$ cat src/rss_cfg.svh
// Offsets, field positions, reset values and opcodes of the decoder block
`ifndef RSS_CFG_SVH
`define RSS_CFG_SVH
// ----------------------------------------------------------------
// Register offsets
// ----------------------------------------------------------------
`define RSS_ADDR_ACC    12'h000
`define RSS_ADDR_STATUS 12'h004
`define RSS_ADDR_WDOG   12'h008
`define RSS_ADDR_PRESC  12'h00c
`define RSS_ADDR_CTRL   12'h010
`define RSS_FILE_TAG    3'h1
// ----------------------------------------------------------------
// Status fields
// ----------------------------------------------------------------
`define RSS_ST_C        0
`define RSS_ST_DIG      1
`define RSS_ST_Z        2
`define RSS_ST_PDN      3
`define RSS_ST_TMO      4
`define RSS_ST_RST      5'h18
`define RSS_CTRL_WAKE   0
// ----------------------------------------------------------------
// Opcodes
// ----------------------------------------------------------------
`define RSS_OP_ROT      6'h0d
`define RSS_OP_FSUB     6'h02
`define RSS_OP_LSUB     5'h1e
`define RSS_OP_SLEEP    14'h0063
`endif

$ cat src/rss_pkg.sv
// Types shared by the decoder block
package rss_pkg;
	typedef enum {rss_run, rss_sleep} rss_state_t;
	typedef enum {rss_nop, rss_rot, rss_pdn, rss_lsub, rss_fsub} rss_op_t;
endpackage

$ cat src/rss_alu.sv
// Subtract and rotate datapath
`timescale 1ns/10ps
module rss_alu (
	input  wire logic [7:0] op_a,
	input  wire logic [7:0] op_b,
	input  wire logic       carry_in,
	output logic      [7:0] sub_res,
	output logic            sub_c,
	output logic            sub_dig,
	output logic            sub_z,
	output logic      [7:0] rot_res,
	output logic            rot_c
);
	logic [8:0] diff;
	logic [4:0] low;
	// ----------------------------------------------------------------
	// Two's complement subtract, carry means no borrow
	// ----------------------------------------------------------------
	assign diff    = {1'b0, op_a} + {1'b0, ~op_b} + 9'h001;
	assign low     = {1'b0, op_a[3:0]} + {1'b0, ~op_b[3:0]} + 5'h01;
	assign sub_res = diff[7:0];
	assign sub_c   = diff[8];
	assign sub_dig = low[4];
	assign sub_z   = (diff[7:0] == 8'h00);
	// ----------------------------------------------------------------
	// Rotate left through carry
	// ----------------------------------------------------------------
	assign rot_res = {op_a[6:0], carry_in};
	assign rot_c   = op_a[7];
endmodule

$ cat src/rss_core.sv
// Rotate, power-down and subtract decoder with APB register access
// Functional notes
// - Rotate file left through carry; dest bit picks acc or file.
// - Power-down instruction clears powerdown flag and sets timeout flag.
// - Power-down instruction zeroes watchdog counter and its prescaler.
// - After power-down, execution halts until a wake-up arrives.
// - Literal minus acc into acc; one opcode bit ignored; flags updated.
// - File register minus acc; seven-bit address; flags updated.
// - File subtract result goes to acc if dest 0, file if dest 1.
// - Subtract carry is 1 with no borrow, 0 on negative result.
`timescale 1ns/10ps
`include "rss_cfg.svh"
module rss_core
	import rss_pkg::*;
#(
	parameter int PC_W = 13
) (
	input  wire logic            pclk,
	input  wire logic            presetn,
	input  wire logic            psel,
	input  wire logic            penable,
	input  wire logic            pwrite,
	input  wire logic [11:0]     paddr,
	input  wire logic [31:0]     pwdata,
	output logic      [31:0]     prdata,
	output logic                 pready,
	output logic                 pslverr,
	input  wire logic [13:0]     instr_word,
	input  wire logic            instr_valid,
	input  wire logic            wake,
	output logic      [PC_W-1:0] prog_addr,
	output logic                 fetch_en,
	output logic                 osc_halted
);
	logic [7:0]      mem [0:127];
	logic [7:0]      acc_reg;
	logic [4:0]      status_reg;
	logic [7:0]      wdog_reg;
	logic [7:0]      presc_reg;
	logic [PC_W-1:0] pc_reg;
	rss_state_t      state_reg;
	logic [31:0]     prdata_reg;
	logic            pready_reg;
	logic            pslverr_reg;
	rss_op_t         op;
	logic            exec;
	logic [6:0]      faddr;
	logic            dest;
	logic [7:0]      fsel;
	logic [7:0]      opa;
	logic [7:0]      sub_res;
	logic            sub_c;
	logic            sub_dig;
	logic            sub_z;
	logic [7:0]      rot_res;
	logic            rot_c;
	logic            wr_acc;
	logic            wr_file;
	logic [7:0]      res;
	logic            acc_w;
	logic            apb_wr;
	logic            setup;
	logic            is_file;
	logic            mapped;
	logic            wake_any;
	logic [31:0]     rd_val;
	logic            fetch_reg;
	logic            halt_reg;
	// ----------------------------------------------------------------
	// Decode
	// ----------------------------------------------------------------
	assign exec  = instr_valid && (state_reg == rss_run);
	assign faddr = instr_word[6:0];
	assign dest  = instr_word[7];
	assign fsel  = mem[faddr];
	always_comb begin
		op = rss_nop;
		if (instr_word == `RSS_OP_SLEEP)
			op = rss_pdn;
		else if (instr_word[13:8] == `RSS_OP_ROT)
			op = rss_rot;
		else if (instr_word[13:9] == `RSS_OP_LSUB)
			op = rss_lsub;
		else if (instr_word[13:8] == `RSS_OP_FSUB)
			op = rss_fsub;
	end
	assign opa = (op == rss_lsub) ? instr_word[7:0] : fsel;
	rss_alu u_alu (
		.op_a     (opa),
		.op_b     (acc_reg),
		.carry_in (status_reg[`RSS_ST_C]),
		.sub_res  (sub_res),
		.sub_c    (sub_c),
		.sub_dig  (sub_dig),
		.sub_z    (sub_z),
		.rot_res  (rot_res),
		.rot_c    (rot_c)
	);
	assign res     = (op == rss_rot) ? rot_res : sub_res;
	assign wr_acc  = exec && ((op == rss_lsub) ||
		(((op == rss_rot) || (op == rss_fsub)) && !dest));
	assign wr_file = exec && ((op == rss_rot) || (op == rss_fsub)) && dest;
	// ----------------------------------------------------------------
	// APB decode
	// ----------------------------------------------------------------
	assign setup    = psel && !penable;
	assign apb_wr   = psel && penable && pready_reg && pwrite && !pslverr_reg;
	assign is_file  = (paddr[11:9] == `RSS_FILE_TAG);
	assign wake_any = wake || (apb_wr && (paddr == `RSS_ADDR_CTRL) &&
		pwdata[`RSS_CTRL_WAKE]);
	assign acc_w    = apb_wr && (paddr == `RSS_ADDR_ACC);
	always_comb begin
		rd_val = 32'h0000_0000;
		mapped = 1'b1;
		if (is_file)
			rd_val = {24'h00_0000, mem[paddr[8:2]]};
		else if (paddr == `RSS_ADDR_ACC)
			rd_val = {24'h00_0000, acc_reg};
		else if (paddr == `RSS_ADDR_STATUS)
			rd_val = {27'h000_0000, status_reg};
		else if (paddr == `RSS_ADDR_WDOG)
			rd_val = {24'h00_0000, wdog_reg};
		else if (paddr == `RSS_ADDR_PRESC)
			rd_val = {24'h00_0000, presc_reg};
		else if (paddr == `RSS_ADDR_CTRL)
			rd_val = {31'h0000_0000, state_reg == rss_sleep};
		else
			mapped = 1'b0;
	end
	always_ff @(posedge pclk or negedge presetn) begin
		if (!presetn) begin
			pready_reg  <= 1'b0;
			pslverr_reg <= 1'b0;
			prdata_reg  <= 32'h0000_0000;
		end else begin
			pready_reg  <= setup;
			pslverr_reg <= setup && !mapped;
			if (setup)
				prdata_reg <= pwrite ? 32'h0000_0000 : rd_val;
		end
	end
	// ----------------------------------------------------------------
	// Working register, execution wins over software
	// ----------------------------------------------------------------
	always_ff @(posedge pclk or negedge presetn) begin
		if (!presetn)
			acc_reg <= 8'h00;
		else if (wr_acc)
			acc_reg <= res;
		else if (acc_w)
			acc_reg <= pwdata[7:0];
	end
	// ----------------------------------------------------------------
	// File registers
	// ----------------------------------------------------------------
	always_ff @(posedge pclk) begin
		if (wr_file)
			mem[faddr] <= res;
		else if (apb_wr && is_file)
			mem[paddr[8:2]] <= pwdata[7:0];
	end
	// ----------------------------------------------------------------
	// Status flags
	// ----------------------------------------------------------------
	always_ff @(posedge pclk or negedge presetn) begin
		if (!presetn)
			status_reg <= `RSS_ST_RST;
		else if (exec && (op == rss_rot))
			status_reg[`RSS_ST_C] <= rot_c;
		else if (exec && ((op == rss_lsub) || (op == rss_fsub))) begin
			status_reg[`RSS_ST_C]   <= sub_c;
			status_reg[`RSS_ST_DIG] <= sub_dig;
			status_reg[`RSS_ST_Z]   <= sub_z;
		end else if (exec && (op == rss_pdn)) begin
			status_reg[`RSS_ST_PDN] <= 1'b0;
			status_reg[`RSS_ST_TMO] <= 1'b1;
		end else if (apb_wr && (paddr == `RSS_ADDR_STATUS))
			status_reg <= pwdata[4:0];
	end
	// ----------------------------------------------------------------
	// Watchdog counter and prescaler
	// ----------------------------------------------------------------
	always_ff @(posedge pclk or negedge presetn) begin
		if (!presetn) begin
			wdog_reg  <= 8'h00;
			presc_reg <= 8'h00;
		end else if (exec && (op == rss_pdn)) begin
			wdog_reg  <= 8'h00;
			presc_reg <= 8'h00;
		end else if (apb_wr && (paddr == `RSS_ADDR_WDOG))
			wdog_reg <= pwdata[7:0];
		else if (apb_wr && (paddr == `RSS_ADDR_PRESC))
			presc_reg <= pwdata[7:0];
		else if (state_reg == rss_run) begin
			presc_reg <= presc_reg + 8'h01;
			if (presc_reg == 8'hff)
				wdog_reg <= wdog_reg + 8'h01;
		end
	end
	// ----------------------------------------------------------------
	// Run and sleep sequencing
	// ----------------------------------------------------------------
	always_ff @(posedge pclk or negedge presetn) begin
		if (!presetn) begin
			state_reg <= rss_run;
			fetch_reg <= 1'b1;
			halt_reg  <= 1'b0;
		end else begin
			unique case (state_reg)
				rss_run: begin
					if (exec && (op == rss_pdn)) begin
						state_reg <= rss_sleep;
						fetch_reg <= 1'b0;
						halt_reg  <= 1'b1;
					end
				end
				rss_sleep: begin
					if (wake_any) begin
						state_reg <= rss_run;
						fetch_reg <= 1'b1;
						halt_reg  <= 1'b0;
					end
				end
			endcase
		end
	end
	always_ff @(posedge pclk or negedge presetn) begin
		if (!presetn)
			pc_reg <= '0;
		else if (exec)
			pc_reg <= pc_reg + 1'b1;
	end
	assign prdata     = prdata_reg;
	assign pready     = pready_reg;
	assign pslverr    = pslverr_reg;
	assign prog_addr  = pc_reg;
	assign fetch_en   = fetch_reg;
	assign osc_halted = halt_reg;
endmodule

$ cat config.mk
export PLATFORM = sky130hd
export DESIGN_NAME = rss_core
export DESIGN_NICKNAME = d
export VERILOG_FILES = /design/src/rss_pkg.sv /design/src/rss_alu.sv /design/src/rss_core.sv
export VERILOG_INCLUDE_DIRS = /design/src
export SDC_FILE = /design/constraint.sdc
export NUM_CORES = 2
export LEC_CHECK = 0
export ABC_AREA = 1
export BUFFER_PORTS_ARGS = -buffer_cell sky130_fd_sc_hd__buf_2
export CAP_MARGIN = 10
export CELL_PAD_IN_SITES_DETAIL_PLACEMENT = 0
export CELL_PAD_IN_SITES_GLOBAL_PLACEMENT = 1
export CORE_ASPECT_RATIO = 1.5
export CORE_MARGIN = 2
export CORE_UTILIZATION = 25
export DETAILED_ROUTE_END_ITERATION = 16
export GPL_ROUTABILITY_DRIVEN = 0
export PLACE_DENSITY = 0.55
export SYNTH_ARGS = -nofsm -noshare
export SYNTH_HDL_FRONTEND = slang
export SYNTH_SLANG_ARGS = --single-unit
$ cat constraint.sdc
create_clock -name pclk -period 21.2 [get_ports pclk]
set_input_delay 5.3 -clock pclk [delete_from_list [all_inputs] [get_ports pclk]]
set_output_delay 5.3 -clock pclk [all_outputs]
set_load 0.02 [all_outputs]
==> impl_metrics.toml <==
[cts]
clockBufferDepth = 3
cts_tree = "built"
cts_resized = 0
htree_levels = 3
clkTransAtPathRegs_ps = 70
post_cts_buffers = 0
worst_skew_pair.late_latency_ps = 750
clkSinkCount = 1078
cts_buffers = 107
root_buffer = "clkbuf_16"
hold_buffers = 0

[power]
internal-power_w = 0.00424
leakage_nw = 21.8
max-vdd-ir-drop_v = 0.000113
swShare_pct = 32.1
power_density_mw_per_mm2 = 103
pwr-share-comb_pct = 20.9
seq_power_share_pct = 47.6
p_sw_w = 0.00200
clockPowerShare_pct = 31.5
total_power_w = 0.00624

[sta]
max-slew-margin-rel_pct = 17.1
max_freq_mhz = 80.6
finalSetupViolations = 0
slew_viol_final = 0
hold_slack_ps = 476
fin_crit_sh_pct = 58.5
clock_skew_ps = 42.8
worst_slew_pin_slew_ps = 1240
fin_setup_tns_ps = 0
fin_crit_ps = 12410
rsz0062_at_grt = "no"
finalHoldViolations = 0

[setup_path]
cp-start-kind = "input pin"
cp_num_buf_inv = 8
critPathRequiredTime_ps = 21600
cp_slowest_cell = "buf_4"
critPathKind = "in -> reg"
reg2regPathDepth = 23
critical-path-top-cell-by-count = "nand3_1"
cp.depth = 27
cp_max_fo = 148
arrival_ps = 12810
path_delay_family = "buffers and inverters"
critPathMaxStageDelay_ps = 790
cp-end-kind = "flip-flop"

[floorplan]
io_pins = 114
initial_utilization_pct = 25.1
num_rows = 209
dieArea_mm2 = 0.220
die_w_um = 384
core-area_mm2 = 0.216
die_h_um = 574

[yosys]
synth_most_common_cell = "nand2_1"
async_flop_share_pct = 5.01
synth.distinct_cells = 58
synth_warnings = 0
seq_area_frac_synth_pct = 59.3
synth_area_mm2 = 0.0541
synth_top_cell_area_share_pct = 56.8
yosysTopAreaCell = "edfxtp_1"
yosys-top-cells-area = "edfxtp_1 (57%), nand2_1 (7.6%), nand3_1 (5.1%)"
syn_avg_cell_area_um2 = 9.52
synth_cells = 5681
ys_top_cells_by_count = "nand2_1 (1,097), edfxtp_1 (1,024), nand3_1 (550)"
synth_edf_count = 1024
ys.flop_type = "edfxtp_1"
ys_ff_latch = 1078

[final_layout]
nNetsFinal = 5674
top_register = "mem"
fill_cells = 22500
finalInstanceArea_mm2 = 0.0609
drive_gt1_share_pct = 8.51
largest_reg_flops = 1024
seqCellArea_mm2 = 0.0321
multi_input_area_mm2 = 0.0185
syn_to_final_growth_pct = 12.6
fin_util_pct = 28.2

[placement]
placed_cell_area_mm2 = 0.0574
dp_hpwl_um = 139000
placement.io_buffers = 65

[routing]
detail-route-antenna-nets = 0
dr.pass1.iters = 6
drc = 0
wl_per_cell_um = 26.7
wl_met1_um = 86900
route.met2.wl_um = 115000
top_layer_used = "met5"
totalWireLength_um = 228000
vias_per_cell = 5.16
wl_met3_um = 11800
vias = 44000
drtIter0Drc = 4012

[grt]
grt-ovfl-total = 0
grt_usage_pct = 20.1
grt_start_max_net_pins = 149
grt_first_pass_wirelength_um = 319000
grt_pass1_vias = 42500
antenna_found_initial = 7

[outcome]
status = "finished clean"

[hold_path]
hold_path.class = "reg -> reg"
min_path_cells = 1

[flow_run]
cap_violations = 0
worst register-to-register path: cells and delay by family, from the launching register on:
| family | cells | cell delay (ps) |
|---|---|---|
| AND/OR/NAND/NOR | 12 | 2070 |
| buffers and inverters | 4 | 1510 |
| AO/OA/AOI/OAI | 4 | 560 |
| XOR/XNOR | 1 | 160 |
| flip-flops | 1 | 380 |
| adder cells (fa/ha/maj) | 2 | 620 |
layer usage:
metal	global-route usage, %	vias up
met5	0	-
met4	11.5	2
met1	23.6	22000
met3	2.00	462
li1	-	19800
met2	35.6	1735
per-stage QoR:
step,worst slack [ps],cells
global route,8390,8535
CTS,9040,8534
floorplan,7460,5704
detailed placement,8290,8336
finish,8790,8538
global placement,8310,8335
logic make-up after synthesis:
group	after synthesis	share of synthesized area, %
flip-flops	1078	59.3
multiplexers	1	0.0185
adder cells (fa/ha/maj)	12	0.291
buffers and inverters	908	7.03
other	1	0.00693
AO/OA/AOI/OAI	1325	14.5
AND/OR/NAND/NOR	2330	18.4
XOR/XNOR	26	0.421
placed cells by master, fill, tap and decap left out, types with 121 or more instances in the layout:
cell type	instances
o21ai_0	458
o211ai_1	137
nor2_1	523
inv_1	477
nand2_1	1093
o22ai_1	279
edfxtp_1	1024
a21oi_1	298
buf_4	121
nand3_1	550
final timing paths:
kind,from,to,slack [ps]
worst max-delay path,instr_word[0],mem[57][6],8790
worst min-delay path,prog_addr[12],prog_addr[12],480
worst max register to register,mem[18][0],mem[57][6],15370
worst min register to register,prog_addr[12],prog_addr[12],480
max in group asynchronous,presetn,prog_addr[9],15960
min in group asynchronous,presetn,state_reg[0],4700
area by class of cell:
| class | instances | area share, % |
|---|---|---|
| flip-flops and latches | 1078 | 52.7 |
| multi-input cells | 3718 | 30.3 |
| well taps | 2848 | 5.85 |
| clock buffers | 133 | 4.56 |
| inverters | 504 | 3.15 |
| repair buffers | 188 | 2.21 |
| clock inverters | 65 | 1.15 |
| diodes | 4 | 0.0164 |
power groups by stage:
stage | sequential, W | clock [W] | combinational (W)
CTS | 0.00297 | 0.00200 | 0.00131
floorplan | 0.00318 | 0 | 0.000624
global route | 0.00298 | 0.00207 | 0.00139
detailed placement | 0.00302 | 0 | 0.00131
global placement | 0.00302 | 0 | 0.00129
finish | 0.00297 | 0.00197 | 0.00130
No activity file was read; power rests on OpenSTA's default activity.
